`src/hdl/qstat_pkg.sv`:
```
// Constants, field layouts and state types for the queue status tracker
package qstat_pkg;
    localparam int           AXI_ADDR_W   = 4;
    localparam int           DATA_W       = 32;
    localparam int           ENTRY_W      = 6;
    localparam int           MODE_W       = 3;
    localparam logic [3:0]   ADDR_CTRL    = 4'h0;
    localparam logic [3:0]   ADDR_STAT    = 4'h4;
    localparam logic [1:0]   RESP_OKAY    = 2'h0;
    localparam logic [1:0]   RESP_SLVERR  = 2'h2;
    // Control word fields
    localparam int           Q1_MODE_LSB  = 0;
    localparam int           Q2_MODE_LSB  = 3;
    localparam int           START_LSB    = 8;
    localparam int           STOP_BIT     = 15;
    localparam logic [15:0]  CTRL_RST     = 16'h2800;
    // Status word fields
    localparam int           OVR_BIT      = 10;
    localparam int           STATE_LSB    = 6;
    localparam int           PTR_LSB      = 0;
    // Queue operating modes
    localparam logic [2:0]   MODE_OFF     = 3'h0;
    localparam logic [2:0]   MODE_SW_ONCE = 3'h1;
    localparam logic [2:0]   MODE_SW_LOOP = 3'h2;
    localparam logic [2:0]   MODE_EXT     = 3'h3;
    localparam logic [2:0]   MODE_TIMER   = 3'h4;
    // Command table geometry
    localparam logic [5:0]   ENTRY_FIRST  = 6'h00;
    localparam logic [5:0]   LAST_ENTRY   = 6'h27;
    localparam logic [5:0]   EOQ_CODE     = 6'h3F;
    // Handoff shows trigger pending for HANDOFF_CNT + 1 cycles
    localparam logic [1:0]   HANDOFF_CNT  = 2'h2;
    // Two-bit codes per queue inside the combined state field
    localparam logic [1:0]   CODE_IDLE    = 2'h0;
    localparam logic [1:0]   CODE_PAUSE   = 2'h1;
    localparam logic [1:0]   CODE_RUN     = 2'h2;
    localparam logic [1:0]   CODE_PEND    = 2'h3;

    typedef enum logic [2:0] {
        S1_IDLE  = 3'b001,
        S1_PAUSE = 3'b010,
        S1_RUN   = 3'b100
    } first_state_e;

    typedef enum logic [5:0] {
        S2_IDLE  = 6'b000001,
        S2_PAUSE = 6'b000010,
        S2_RUN   = 6'b000100,
        S2_SUSP  = 6'b001000,
        S2_PEND  = 6'b010000,
        S2_HAND  = 6'b100000
    } second_state_e;
endpackage

```
`src/hdl/sticky_flag.sv`:
```
// Sticky error flag cleared by writing zero after it was read as one
`timescale 1ns/1ps
module sticky_flag (
    input  wire logic clk,
    input  wire logic rst_n,
    input  wire logic set,
    input  wire logic rd_seen,
    input  wire logic clr_req,
    output logic      flag
);
    logic armed;
    wire  do_clr = clr_req && armed;

    // Set wins over a clear in the same cycle
    always_ff @(posedge clk) begin
        if (!rst_n) begin
            flag  <= 1'b0;
            armed <= 1'b0;
        end else begin
            flag  <= set || (flag && !do_clr);
            armed <= (armed && !do_clr) || (rd_seen && flag);
        end
    end
endmodule

```
`src/hdl/axil_slave.sv`:
```
// AXI4-Lite slave front end, one write and one read in flight
`timescale 1ns/1ps
module axil_slave (
    input  wire logic                            clk,
    input  wire logic                            rst_n,
    input  wire logic [qstat_pkg::AXI_ADDR_W-1:0] awaddr,
    input  wire logic                            awvalid,
    output logic                                 awready,
    input  wire logic [qstat_pkg::DATA_W-1:0]    wdata,
    input  wire logic [3:0]                      wstrb,
    input  wire logic                            wvalid,
    output logic                                 wready,
    output logic [1:0]                           bresp,
    output logic                                 bvalid,
    input  wire logic                            bready,
    input  wire logic [qstat_pkg::AXI_ADDR_W-1:0] araddr,
    input  wire logic                            arvalid,
    output logic                                 arready,
    output logic [qstat_pkg::DATA_W-1:0]         rdata,
    output logic [1:0]                           rresp,
    output logic                                 rvalid,
    input  wire logic                            rready,
    output logic                                 wr_go,
    output logic [qstat_pkg::AXI_ADDR_W-1:0]     wr_addr,
    output logic [qstat_pkg::DATA_W-1:0]         wr_data,
    output logic [3:0]                           wr_strb,
    input  wire logic                            wr_hit,
    output logic                                 rd_go,
    output logic [qstat_pkg::AXI_ADDR_W-1:0]     rd_addr,
    input  wire logic [qstat_pkg::DATA_W-1:0]    rd_data,
    input  wire logic                            rd_hit
);
    import qstat_pkg::*;

    // Address and data each parked until both arrived
    assign wr_go = !awready && !wready && !bvalid;
    assign rd_go = !arready && !rvalid;

    always_ff @(posedge clk) begin
        if (!rst_n) begin
            awready <= 1'b1;
            wready  <= 1'b1;
            bvalid  <= 1'b0;
            bresp   <= RESP_OKAY;
            wr_addr <= '0;
            wr_data <= '0;
            wr_strb <= 4'h0;
        end else begin
            if (awvalid && awready) begin
                awready <= 1'b0;
                wr_addr <= awaddr;
            end
            if (wvalid && wready) begin
                wready  <= 1'b0;
                wr_data <= wdata;
                wr_strb <= wstrb;
            end
            if (wr_go) begin
                bvalid <= 1'b1;
                bresp  <= wr_hit ? RESP_OKAY : RESP_SLVERR;
            end
            if (bvalid && bready) begin
                bvalid  <= 1'b0;
                awready <= 1'b1;
                wready  <= 1'b1;
            end
        end
    end

    always_ff @(posedge clk) begin
        if (!rst_n) begin
            arready <= 1'b1;
            rvalid  <= 1'b0;
            rdata   <= '0;
            rresp   <= RESP_OKAY;
            rd_addr <= '0;
        end else begin
            if (arvalid && arready) begin
                arready <= 1'b0;
                rd_addr <= araddr;
            end
            if (rd_go) begin
                rvalid <= 1'b1;
                rdata  <= rd_data;
                rresp  <= rd_hit ? RESP_OKAY : RESP_SLVERR;
            end
            if (rvalid && rready) begin
                rvalid  <= 1'b0;
                arready <= 1'b1;
            end
        end
    end
endmodule

```
`src/hdl/dual_queue_status_tracker.sv`:
```
// Two-queue sequencer status: overrun flag, combined state, entry pointer
`timescale 1ns/1ps
// How it works
// [RULE_01] Overrun only while second queue busy
// [RULE_02] Overrun only in external or timer modes
// [RULE_03] Extra trigger during scan flags overrun, discarded
// [RULE_04] Extra trigger while pending flags overrun
// [RULE_05] Flag cleared by zero write after read
// [RULE_06] Four-bit state field at bits 9..6
// [RULE_07] First idle codes 0000 to 0011
// [RULE_08] First paused codes 0100 to 0111
// [RULE_09] First active codes 1000 to 1011
// [RULE_10] Upper state bits never both one
// [RULE_11] Disabled or waiting queue reads idle
// [RULE_12] One queue active, paused waits for trigger
// [RULE_13] First trigger aborts and suspends second
// [RULE_14] Second trigger behind active first pends
// [RULE_15] Pending shown few cycles after first leaves
// [RULE_16] Stop clears state and pointer
// [RULE_17] Freeze holds state and pointer
// [RULE_18] Six-bit pointer is read only
// [RULE_19] Pointer holds on pause, moves before active
// [RULE_20] End code leaves pointer on that entry
// [RULE_21] Table end leaves pointer at forty
// [RULE_22] First queue end leaves pointer at start
module dual_queue_status_tracker (
    input  wire logic                             CORE_CLK,
    input  wire logic                             NRST,
    input  wire logic [qstat_pkg::AXI_ADDR_W-1:0] AWADDR,
    input  wire logic                             AWVALID,
    output logic                                  AWREADY,
    input  wire logic [qstat_pkg::DATA_W-1:0]     WDATA,
    input  wire logic [3:0]                       WSTRB,
    input  wire logic                             WVALID,
    output logic                                  WREADY,
    output logic [1:0]                            BRESP,
    output logic                                  BVALID,
    input  wire logic                             BREADY,
    input  wire logic [qstat_pkg::AXI_ADDR_W-1:0] ARADDR,
    input  wire logic                             ARVALID,
    output logic                                  ARREADY,
    output logic [qstat_pkg::DATA_W-1:0]          RDATA,
    output logic [1:0]                            RRESP,
    output logic                                  RVALID,
    input  wire logic                             RREADY,
    input  wire logic                             FIRST_TRIG,
    input  wire logic                             SECOND_TRIG,
    input  wire logic                             ENTRY_DONE,
    input  wire logic [qstat_pkg::ENTRY_W-1:0]    ENTRY_CHAN,
    input  wire logic                             ENTRY_PAUSE,
    input  wire logic                             FREEZE,
    output logic [qstat_pkg::ENTRY_W-1:0]         ENTRY_INDEX,
    output logic                                  FIRST_RUN,
    output logic                                  SECOND_RUN,
    output logic                                  CONV_ABORT
);
    import qstat_pkg::*;

    logic                   wr_go;
    logic [AXI_ADDR_W-1:0]  wr_addr;
    logic [DATA_W-1:0]      wr_data;
    logic [3:0]             wr_strb;
    logic                   rd_go;
    logic [AXI_ADDR_W-1:0]  rd_addr;
    logic [DATA_W-1:0]      rd_data;
    logic [7:0]             ctrl_b [2];
    logic [15:0]            ctrl;
    logic                   freeze_m;
    logic                   freeze_s;
    first_state_e           q1;
    first_state_e           next_q1;
    second_state_e          q2;
    second_state_e          next_q2;
    logic [ENTRY_W-1:0]     ptr;
    logic [ENTRY_W-1:0]     next_ptr;
    logic [ENTRY_W-1:0]     res1;
    logic [ENTRY_W-1:0]     next_res1;
    logic [ENTRY_W-1:0]     res2;
    logic [ENTRY_W-1:0]     next_res2;
    logic [1:0]             cnt;
    logic [1:0]             next_cnt;
    logic                   next_abort;
    logic                   second_queue_overrun_flag;
    logic [DATA_W-1:0]      status_word;

    // Register decode
    wire ctrl_sel = wr_addr == ADDR_CTRL;
    wire stat_sel = wr_addr == ADDR_STAT;
    wire wr_hit   = ctrl_sel || stat_sel;
    wire ctrl_wr  = wr_go && ctrl_sel;
    wire stat_wr  = wr_go && stat_sel;
    wire rd_ctrl  = rd_addr == ADDR_CTRL;
    wire rd_stat  = rd_addr == ADDR_STAT;
    wire rd_hit   = rd_ctrl || rd_stat;
    wire stat_rd  = rd_go && rd_stat;
    // Only the flag lane matters; pointer and state writes are dropped
    wire ovr_clr  = stat_wr && wr_strb[OVR_BIT/8] && !wr_data[OVR_BIT]; // RULE_05 RULE_18

    assign rd_data = rd_ctrl ? {16'h0000, ctrl} : rd_stat ? status_word : 32'h0000_0000;

    axil_slave u_bus (
        .clk     (CORE_CLK),
        .rst_n   (NRST),
        .awaddr  (AWADDR),
        .awvalid (AWVALID),
        .awready (AWREADY),
        .wdata   (WDATA),
        .wstrb   (WSTRB),
        .wvalid  (WVALID),
        .wready  (WREADY),
        .bresp   (BRESP),
        .bvalid  (BVALID),
        .bready  (BREADY),
        .araddr  (ARADDR),
        .arvalid (ARVALID),
        .arready (ARREADY),
        .rdata   (RDATA),
        .rresp   (RRESP),
        .rvalid  (RVALID),
        .rready  (RREADY),
        .wr_go   (wr_go),
        .wr_addr (wr_addr),
        .wr_data (wr_data),
        .wr_strb (wr_strb),
        .wr_hit  (wr_hit),
        .rd_go   (rd_go),
        .rd_addr (rd_addr),
        .rd_data (rd_data),
        .rd_hit  (rd_hit)
    );

    for (genvar b = 0; b < 2; b++) begin : g_ctrl
        always_ff @(posedge CORE_CLK) begin
            if (!NRST) begin
                ctrl_b[b] <= CTRL_RST[8*b +: 8];
            end else if (ctrl_wr && wr_strb[b]) begin
                ctrl_b[b] <= wr_data[8*b +: 8];
            end
        end
    end
    assign ctrl = {ctrl_b[1], ctrl_b[0]};

    // Freeze arrives from the system, so it is synchronised
    always_ff @(posedge CORE_CLK) begin
        if (!NRST) begin
            freeze_m <= 1'b0;
            freeze_s <= 1'b0;
        end else begin
            freeze_m <= FREEZE;
            freeze_s <= freeze_m;
        end
    end

    wire [MODE_W-1:0]  q1_mode   = ctrl[Q1_MODE_LSB +: MODE_W];
    wire [MODE_W-1:0]  q2_mode   = ctrl[Q2_MODE_LSB +: MODE_W];
    wire [ENTRY_W-1:0] start_ptr = ctrl[START_LSB +: ENTRY_W];
    wire               stop      = ctrl[STOP_BIT];
    wire               frozen    = freeze_s;
    wire               step      = !stop && !frozen;

    // Reserved and disabled modes both leave a queue idle
    wire q1_ok    = q1_mode >= MODE_SW_ONCE && q1_mode <= MODE_TIMER; // RULE_11
    wire q2_ok    = q2_mode >= MODE_SW_ONCE && q2_mode <= MODE_TIMER; // RULE_11
    wire ovr_mode = q2_mode == MODE_EXT || q2_mode == MODE_TIMER; // RULE_02

    wire [ENTRY_W-1:0] ptr_inc = ptr + 6'h01;
    wire eoq_hit   = ENTRY_CHAN == EOQ_CODE;
    wire table_end = ptr >= LAST_ENTRY;
    wire done1     = ENTRY_DONE && q1 == S1_RUN;
    wire done2     = ENTRY_DONE && q2 == S2_RUN;
    wire end1      = eoq_hit || table_end || ptr_inc == start_ptr;
    wire end2      = eoq_hit || table_end;
    wire q1_start  = q1_ok && FIRST_TRIG && q1 != S1_RUN;
    wire q1_leave  = q1 == S1_RUN && (!q1_ok || (done1 && (end1 || ENTRY_PAUSE)));
    wire q1_holds  = q1_start || (q1 == S1_RUN && !q1_leave);
    wire q2_busy   = q2 inside {S2_RUN, S2_SUSP, S2_PEND, S2_HAND};
    wire ovr_set   = step && q2_ok && ovr_mode && SECOND_TRIG && q2_busy; // RULE_01 RULE_03 RULE_04

    // Pause and end-code entries keep the pointer, others step past
    wire [ENTRY_W-1:0] end_ptr = (eoq_hit || ENTRY_PAUSE) ? ptr : ptr_inc; // RULE_20 RULE_21 RULE_22
    wire [ENTRY_W-1:0] start2  = (q2 == S2_PAUSE) ? res2 : start_ptr; // RULE_22

    always_comb begin
        next_q1    = q1;
        next_q2    = q2;
        next_ptr   = ptr;
        next_res1  = res1;
        next_res2  = res2;
        next_cnt   = cnt;
        next_abort = 1'b0;
        if (!q1_ok) begin
            next_q1    = S1_IDLE;
            next_abort = q1 == S1_RUN;
        end else if (q1_start) begin
            next_q1  = S1_RUN;
            next_ptr = (q1 == S1_PAUSE) ? res1 : ENTRY_FIRST; // RULE_19
        end else if (done1) begin
            next_ptr = end_ptr; // RULE_20 RULE_21 RULE_22
            if (end1) begin
                next_q1 = S1_IDLE;
            end else if (ENTRY_PAUSE) begin
                next_q1   = S1_PAUSE; // RULE_12
                next_res1 = ptr_inc;
            end
        end
        if (!q2_ok) begin
            next_q2 = S2_IDLE;
            if (q2 == S2_RUN) begin
                next_abort = 1'b1;
            end
        end else begin
            unique case (q2)
                S2_IDLE, S2_PAUSE: begin
                    if (SECOND_TRIG) begin
                        next_res2 = start2;
                        if (q1_holds) begin
                            next_q2 = S2_PEND; // RULE_14
                        end else begin
                            next_q2  = S2_RUN; // RULE_12
                            next_ptr = start2;
                        end
                    end
                end
                S2_RUN: begin
                    if (q1_start) begin
                        next_q2    = S2_SUSP; // RULE_13
                        next_res2  = ptr;
                        next_abort = 1'b1;
                    end else if (done2) begin
                        next_ptr = end_ptr; // RULE_20 RULE_21
                        if (end2) begin
                            next_q2 = S2_IDLE;
                        end else if (ENTRY_PAUSE) begin
                            next_q2   = S2_PAUSE;
                            next_res2 = ptr_inc;
                        end
                    end
                end
                S2_SUSP: begin
                    if (!q1_holds) begin
                        next_q2  = S2_RUN; // RULE_13
                        next_ptr = res2;
                    end
                end
                S2_PEND: begin
                    if (!q1_holds) begin
                        next_q2  = S2_HAND; // RULE_15
                        next_cnt = HANDOFF_CNT;
                        next_ptr = res2; // RULE_19
                    end
                end
                S2_HAND: begin
                    if (q1_start) begin
                        next_q2 = S2_PEND;
                    end else if (cnt == 2'h0) begin
                        next_q2 = S2_RUN; // RULE_15
                    end else begin
                        next_cnt = cnt - 2'h1;
                    end
                end
                default: next_q2 = S2_IDLE;
            endcase
        end
    end

    // Stop behaves as a reset of the tracking state
    always_ff @(posedge CORE_CLK) begin
        if (!NRST || stop) begin
            q1          <= S1_IDLE; // RULE_16
            q2          <= S2_IDLE;
            ptr         <= ENTRY_FIRST; // RULE_16
            res1        <= ENTRY_FIRST;
            res2        <= ENTRY_FIRST;
            cnt         <= 2'h0;
            FIRST_RUN   <= 1'b0;
            SECOND_RUN  <= 1'b0;
            ENTRY_INDEX <= ENTRY_FIRST;
        end else if (!frozen) begin
            q1          <= next_q1; // RULE_17
            q2          <= next_q2;
            ptr         <= next_ptr; // RULE_17
            res1        <= next_res1;
            res2        <= next_res2;
            cnt         <= next_cnt;
            FIRST_RUN   <= next_q1 == S1_RUN;
            SECOND_RUN  <= next_q2 == S2_RUN;
            ENTRY_INDEX <= next_ptr;
        end
    end

    always_ff @(posedge CORE_CLK) begin
        if (!NRST) begin
            CONV_ABORT <= 1'b0;
        end else begin
            CONV_ABORT <= step && next_abort; // RULE_13
        end
    end

    sticky_flag u_ovr (
        .clk     (CORE_CLK),
        .rst_n   (NRST),
        .set     (ovr_set),
        .rd_seen (stat_rd),
        .clr_req (ovr_clr),
        .flag    (second_queue_overrun_flag)
    );

    // Combined state: first queue high pair, second queue low pair
    wire [1:0] code1 = (q1 == S1_RUN) ? CODE_RUN : (q1 == S1_PAUSE) ? CODE_PAUSE : CODE_IDLE;
    wire [1:0] code2 = (q2 inside {S2_RUN, S2_SUSP}) ? CODE_RUN :
                       (q2 inside {S2_PEND, S2_HAND}) ? CODE_PEND :
                       (q2 == S2_PAUSE) ? CODE_PAUSE : CODE_IDLE; // RULE_07 RULE_08 RULE_09
    wire [3:0] combined_queue_state = {code1, code2}; // RULE_06 RULE_10

    always_comb begin
        status_word                       = '0;
        status_word[OVR_BIT]              = second_queue_overrun_flag;
        status_word[STATE_LSB +: 4]       = combined_queue_state; // RULE_06
        status_word[PTR_LSB +: ENTRY_W]   = ptr; // RULE_18
    end
endmodule

```
`config.mk`:
```
export PLATFORM = sky130hd
export DESIGN_NAME = dual_queue_status_tracker
export DESIGN_NICKNAME = d
export VERILOG_FILES = /design/src/hdl/qstat_pkg.sv /design/src/hdl/sticky_flag.sv /design/src/hdl/axil_slave.sv /design/src/hdl/dual_queue_status_tracker.sv
export SDC_FILE = /design/constraint.sdc
export NUM_CORES = 1
export LEC_CHECK = 0
export BUFFER_PORTS_ARGS = -buffer_cell sky130_fd_sc_hd__buf_4
export CELL_PAD_IN_SITES_DETAIL_PLACEMENT = 1
export CELL_PAD_IN_SITES_GLOBAL_PLACEMENT = 2
export CORE_MARGIN = 1
export CORE_UTILIZATION = 30
export CTS_BUF_LIST = sky130_fd_sc_hd__clkbuf_4
export CTS_CLUSTER_DIAMETER = 40
export DETAILED_ROUTE_END_ITERATION = 16
export GPL_TIMING_DRIVEN = 0
export PLACE_DENSITY_LB_ADDON = 0.1
export SYNTH_ARGS = -nofsm -noshare
export SYNTH_HDL_FRONTEND = slang
export SYNTH_HIERARCHICAL = 1
export SYNTH_SLANG_ARGS = --single-unit
```
`constraint.sdc`:
```
create_clock -name CORE_CLK -period 3.2 [get_ports CORE_CLK]
set_clock_uncertainty 0.1 [all_clocks]
set_input_delay 0.16 -clock CORE_CLK [delete_from_list [all_inputs] [get_ports CORE_CLK]]
set_output_delay 0.16 -clock CORE_CLK [all_outputs]
set_load 0.03 [all_outputs]
```
# Yosys cells after proc, flatten, opt, wreduce, memory -nomap -nowiden
# Memories as Yosys holds them, arrays and structs flattened.
# Index checks and enable logic that the tools add are counted.
classes:
  addsub: 2
  order_cmp: 5
  n_eq_ne: 24
  n_mux: 63
  bitwise: 6
  n_reduce_logical: 72
op_table:
  columns: ["op", "count"]
  rows:
  - ["$mux W6", 27]
  - ["$logic_and A1 B1 Y1", 34]
  - ["$pmux W6 S5", 1]
  - ["$pmux W6 S3", 1]
  - ["$mux W16", 1]
  - ["$mux W2", 8]
  - ["$mux W8", 2]
  - ["$mux W3", 5]
  - ["$mux W1", 14]
  - ["$eq A6 B3 Y1 const B", 2]
  - ["$eq A6 B6 Y1 const B", 2]
  - ["$logic_not A1 Y1", 12]
  - ["$logic_or A1 B1 Y1", 12]
  - ["$ne A3 B3 Y1 const B", 4]
  - ["$pmux W6 S2", 1]
  - ["$reduce_and A6 Y1", 2]
  - ["$mux W11", 1]
  - ["$eq A3 B3 Y1 const B", 3]
  - ["$eq A4 B3 Y1 const B", 2]
  - ["$logic_not A4 Y1", 2]
  - ["$ne A2 B2 Y1 const B", 4]
  - ["$reduce_or A2 Y1", 4]
  - ["$reduce_and A7 Y1", 1]
  - ["$add A6 B1 Y6 const B", 1]
  - ["other kinds (17)", 26]
word_totals:
  register_bits: 103
  ram_bits: 16
  inputBits: 62
  out_inout_bits: 50
  wordCells: 198
  mem_count: 1
memory_table:
  columns: ["name", "depth", "word_bits", "rd", "rd_clocked_by_memory_dff", "wr", "line", "text"]
  rows:
  - ["ctrl_b", 2, 8, 2, 0, 2, "dual_queue_status_tracker.sv:66", "logic [7:0] ctrl_b [2];"]

# Depth between registers and ports, before layout
logic_depth:
  ltp_word: 15
  depth_mapped: 10

# By module
# Netlist, hierarchy kept.
by_module_without_submodules:
  columns: ["mod", "n_inst", "cells_each", "area_per_inst_um2", "seq_area_each_um2"]
  rows:
  - ["dual_queue_status_tracker", 1, 440, 3621.0, 1161.1]
  - ["axil_slave", 1, 376, 3473.3, 1661.6]
  - ["sticky_flag", 1, 8, 72.6, 40.0]

# Worst setup path after synthesis
# OpenSTA, ideal clock, no wires.
synth_path:
  path_type: "register to register"
  from: "register ptr[1]"
  to: "register ptr[3]"
  setup_time_ns: 0.120
  arrival_ns: 2.513
  t_required_ns: 2.980
  setup_slack_ns: 0.467
  path_stages_with_launch: 11
  path_buffers: 2
  period_less_slack_ns: 2.733
  cell_sequence: "dfxtp_1 -> ha_1 -> clkbuf_1 -> nand3_1 -> xnor2_1 -> o311a_1 -> nor3_2 -> buf_4 -> a22oi_2 -> o21a_1 -> o31a_1"
synth_via:
  elab_chain_len: 14
  elab_cells_between_ends: 23
  cone_classes: "add/sub: 1; order compare: 1; eq/ne: 1; mux: 11; reduce/logical: 9"
synth_lines:
  columns: ["element", "line", "text"]
  rows:
  - ["from (decl)", "dual_queue_status_tracker.sv:74", "logic [ENTRY_W-1:0] ptr;"]
  - ["from (signal assigned)", "dual_queue_status_tracker.sv:281", "ptr <= next_ptr;"]
  - ["$add A6 B1 Y6 or $ge A6 B6 Y1 (tied branches)", "dual_queue_status_tracker.sv:166, dual_queue_status_tracker.sv:168", null]
  - ["$eq A6 B6 Y1 or $logic_or A1 B1 Y1 (tied branches)", "dual_queue_status_tracker.sv:171", "wire end1 = eoq_hit || table_end || ptr_inc == start_ptr;"]
  - ["$logic_or A1 B1 Y1", "dual_queue_status_tracker.sv:171", null]
  - ["$logic_or A1 B1 Y1", "dual_queue_status_tracker.sv:174", "wire q1_leave = q1 == S1_RUN && (!q1_ok || (done1 && (end1 || ENTRY_PAUSE)));"]
  - ["$logic_and A1 B1 Y1", "dual_queue_status_tracker.sv:174", null]
  - ["$logic_or A1 B1 Y1", "dual_queue_status_tracker.sv:174", null]
  - ["$logic_and A1 B1 Y1", "dual_queue_status_tracker.sv:174", null]
  - ["$logic_not A1 Y1", "dual_queue_status_tracker.sv:175", "wire q1_holds = q1_start || (q1 == S1_RUN && !q1_leave);"]
  - ["$logic_and A1 B1 Y1", "dual_queue_status_tracker.sv:175", null]
  - ["$logic_or A1 B1 Y1", "dual_queue_status_tracker.sv:175", null]
  - ["$mux W6", "dual_queue_status_tracker.sv:216", "if (q1_holds) begin"]
  - ["$mux W6", "dual_queue_status_tracker.sv:214", "if (SECOND_TRIG) begin"]
  - ["$pmux W6 S3", "dual_queue_status_tracker.sv:212", "unique case (q2)"]
  - ["$mux W6 *", "dual_queue_status_tracker.sv:206", "if (!q2_ok) begin"]
# Mark *: on every way between the ends. The rest lies on a longest branch, timed or not.
# A chain may end at the register's enable or synchronous reset.

==> impl_metrics.json <==
{
  "crit_arrival_ps": 3360,
  "critPathCapture": "q2[0]$_SDFFE_PP1N_",
  "r2r_cells": 6,
  "min_path_type": "in -> reg",
  "rsz0062_at_grt": "no",
  "fin_crit_sh_pct": 94.4,
  "routed_wl_mm": 23.6,
  "crit_family": "simple AND/OR/NAND/NOR gates",
  "grtUsageMet3_pct": 4.42,
  "r2r_setup_slack_ps": 180,
  "fp.coreArea_um2": 21000,
  "syn-mean-instance-area_um2": 8.59,
  "htreeDepth": 4,
  "drive_gt1_share_pct": 21.8,
  "whs_path_depth": 3,
  "setup_viol": 0,
  "root_buffer": "clkbuf_4",
  "hpwlAfterDp_mm": 17.2,
  "post-route-min-period_ps": 3020,
  "clk_pin_slew_ps": 120,
  "drv_slew": 0,
  "first_iter_violations": 303,
  "grt-ovfl-total": 0,
  "avgViaCountPerCell": 5.25,
  "setup_tns_ps": 0,
  "grt_usage_pct": 22.1,
  "p_leak_nw": 3.22,
  "maxCapViolations": 0,
  "path_cells": "o21a_1 > nor4_2 > or3_1 > o21ai_0 > nand3b_1 > a221o_1",
  "hold_viol": 0,
  "instances_no_fill": 1227,
  "dieArea_um2": 22000,
  "design_area_um2": 8480,
  "yosysWarnings": 6,
  "numCtsBuffers": 17,
  "worst_path_max_delay_cell": "nor4_2",
  "cp.depth": 6,
  "reg2reg_from": "ctrl_b[0][0]$_SDFFCE_PN0P_",
  "grt_busiest_layer": "met2",
  "setup_slack_ps": 180,
  "num_vias": 6443,
  "grt_max_degree": 17,
  "fillers": 2542,
  "clock.fmax_mhz": 331,
  "finalNetCount": 1002,
  "critPathBufInv": 0,
  "status": "completed",
  "cp-end-kind": "register",
  "post-place-ws_ps": -240,
  "use_met1_pct": 29.6,
  "met2_usage_pct": 36.0,
  "die_w_um": 148,
  "num_rows": 53,
  "relSlewSlack_pct": 15.0,
  "drt_pre_antenna_iters": 5,
  "setup.worst_path.class": "reg -> reg",
  "peakVddDrop_mv": 0.151,
  "die_h_um": 148,
  "power.density_nw_per_um2": 407,
  "place_congestion": 0.866,
  "worst_slew_pin_slew_ps": 1260,
  "ios": 112,
  "clk_latency_ps": 550,
  "area_growth_pct": 31.9,
  "cts_max_path_buffers": 2,
  "finalPower_mw": 3.45,
  "route.detailed.drc": 0,
  "worst_setup_path_start_kind": "register",
  "wl_per_cell_um": 19.2,
  "grt_pass1_wl_mm": 37.2,
  "slowest_delay_ps": 1030,
  "start_util_pct": 30.6,
  "ant_nets": 0,
  "setup.worst_path.start": "ctrl_b[0][0]$_SDFFCE_PN0P_",
  "dp_cells": 1126,
  "tritoncts": "done",
  "reg2reg_to": "q2[0]$_SDFFE_PP1N_",
  "synthCells": 748,
  "holdWs_ps": 62.9,
  "synth_area_um2": 6430,
  "grt_pass1_vias": 6643,
  "antenna_found_initial": 1,
  "hp-start": "WVALID",
  "utilization_pct": 40.3,
  "io_buffers": 87,
  "placed_area_um2": 7480,
  "worstPathMaxFanout": 10,
  "cts_sinks": 117,
  "required_ps": 3540
}
[layer usage]
metal	up-vias	wire, um
li1	3103	-
met1	3179	11200
met2	147	11100
met3	14	1110
met4	0	250
met5	-	0
[sequential cells by signal, summed over array words and instances, names as in the netlist, 3 cells and up]
signal / count
u_bus/rdata: 32
ctrl_b: 16
u_bus/wr_data: 16
ptr: 6
q2: 6
res1: 6
res2: 6
u_bus/rd_addr: 4
u_bus/wr_addr: 4
q1: 3
[what timing repair did]
action,in CTS,in global routing
setup buffers,0,1
pin swaps,0,1
hold buffers,68,0
setup endpoints to repair,14,7
resized for setup,1,4
hold endpoints to repair,39,0
[how the worst min path moves through the flow]
stage,end
after floorplan,u_bus/arready$_SDFFE_PP1P_
after global placement,freeze_m$_SDFF_PN0_
after detailed placement,freeze_m$_SDFF_PN0_
after CTS,u_bus/wready$_SDFFE_PP1P_
after global routing,u_bus/wready$_SDFFE_PP1P_
final,u_bus/wready$_SDFFE_PP1P_
[worst register-to-register path: cells and delay by family, from the launching register on]
kind | cells | cell delay (ps)
AOI/OAI and AO/OA | 3 | 790
and+or+nand+nor | 3 | 1550
DFF | 1 | 490
[cells in the final DEF, fill, tap and decap left out, drive strengths merged, types with 7 or more instances in the layout]
master	n
xor2	7
o21ai	57
buf	121
clkbuf	49
and2	26
nor2	49
o221a	7
nand3	41
nand2	45
nand2b	9
dlygate4sd3	68
or3b	33
a21oi	90
mux2i	11
a211oi	9
nor3	11
inv	19
a21bo	26
dfxtp	101
nand4	8
xnor2	15
o21a	8
edfxtp	16
conb	18
[power by group]
group | switching, mW | internal, mW | leakage (nW) | total, mW
Combinational | 0.408 | 0.295 | 2.09 | 0.703
Sequential | 0.0477 | 1.55 | 0.982 | 1.60
Clock | 0.649 | 0.492 | 0.148 | 1.14
Total | 1.10 | 2.34 | 3.22 | 3.45
[layout make-up]
cell class,instances,area [um^2],area share (%)
Clock buffer,20,150,1.77
Clock inverter,12,131,1.55
Sequential cell,117,2500,29.5
Antenna cell,1,2.50,0.0295
Tap cell,275,344,4.06
Timing Repair Buffer,156,1340,15.8
Inverter,16,60.1,0.709
Buffer,62,294,3.47
Multi-Input combinational cell,568,3650,43.0
No activity file was read; power rests on OpenSTA's default activity.
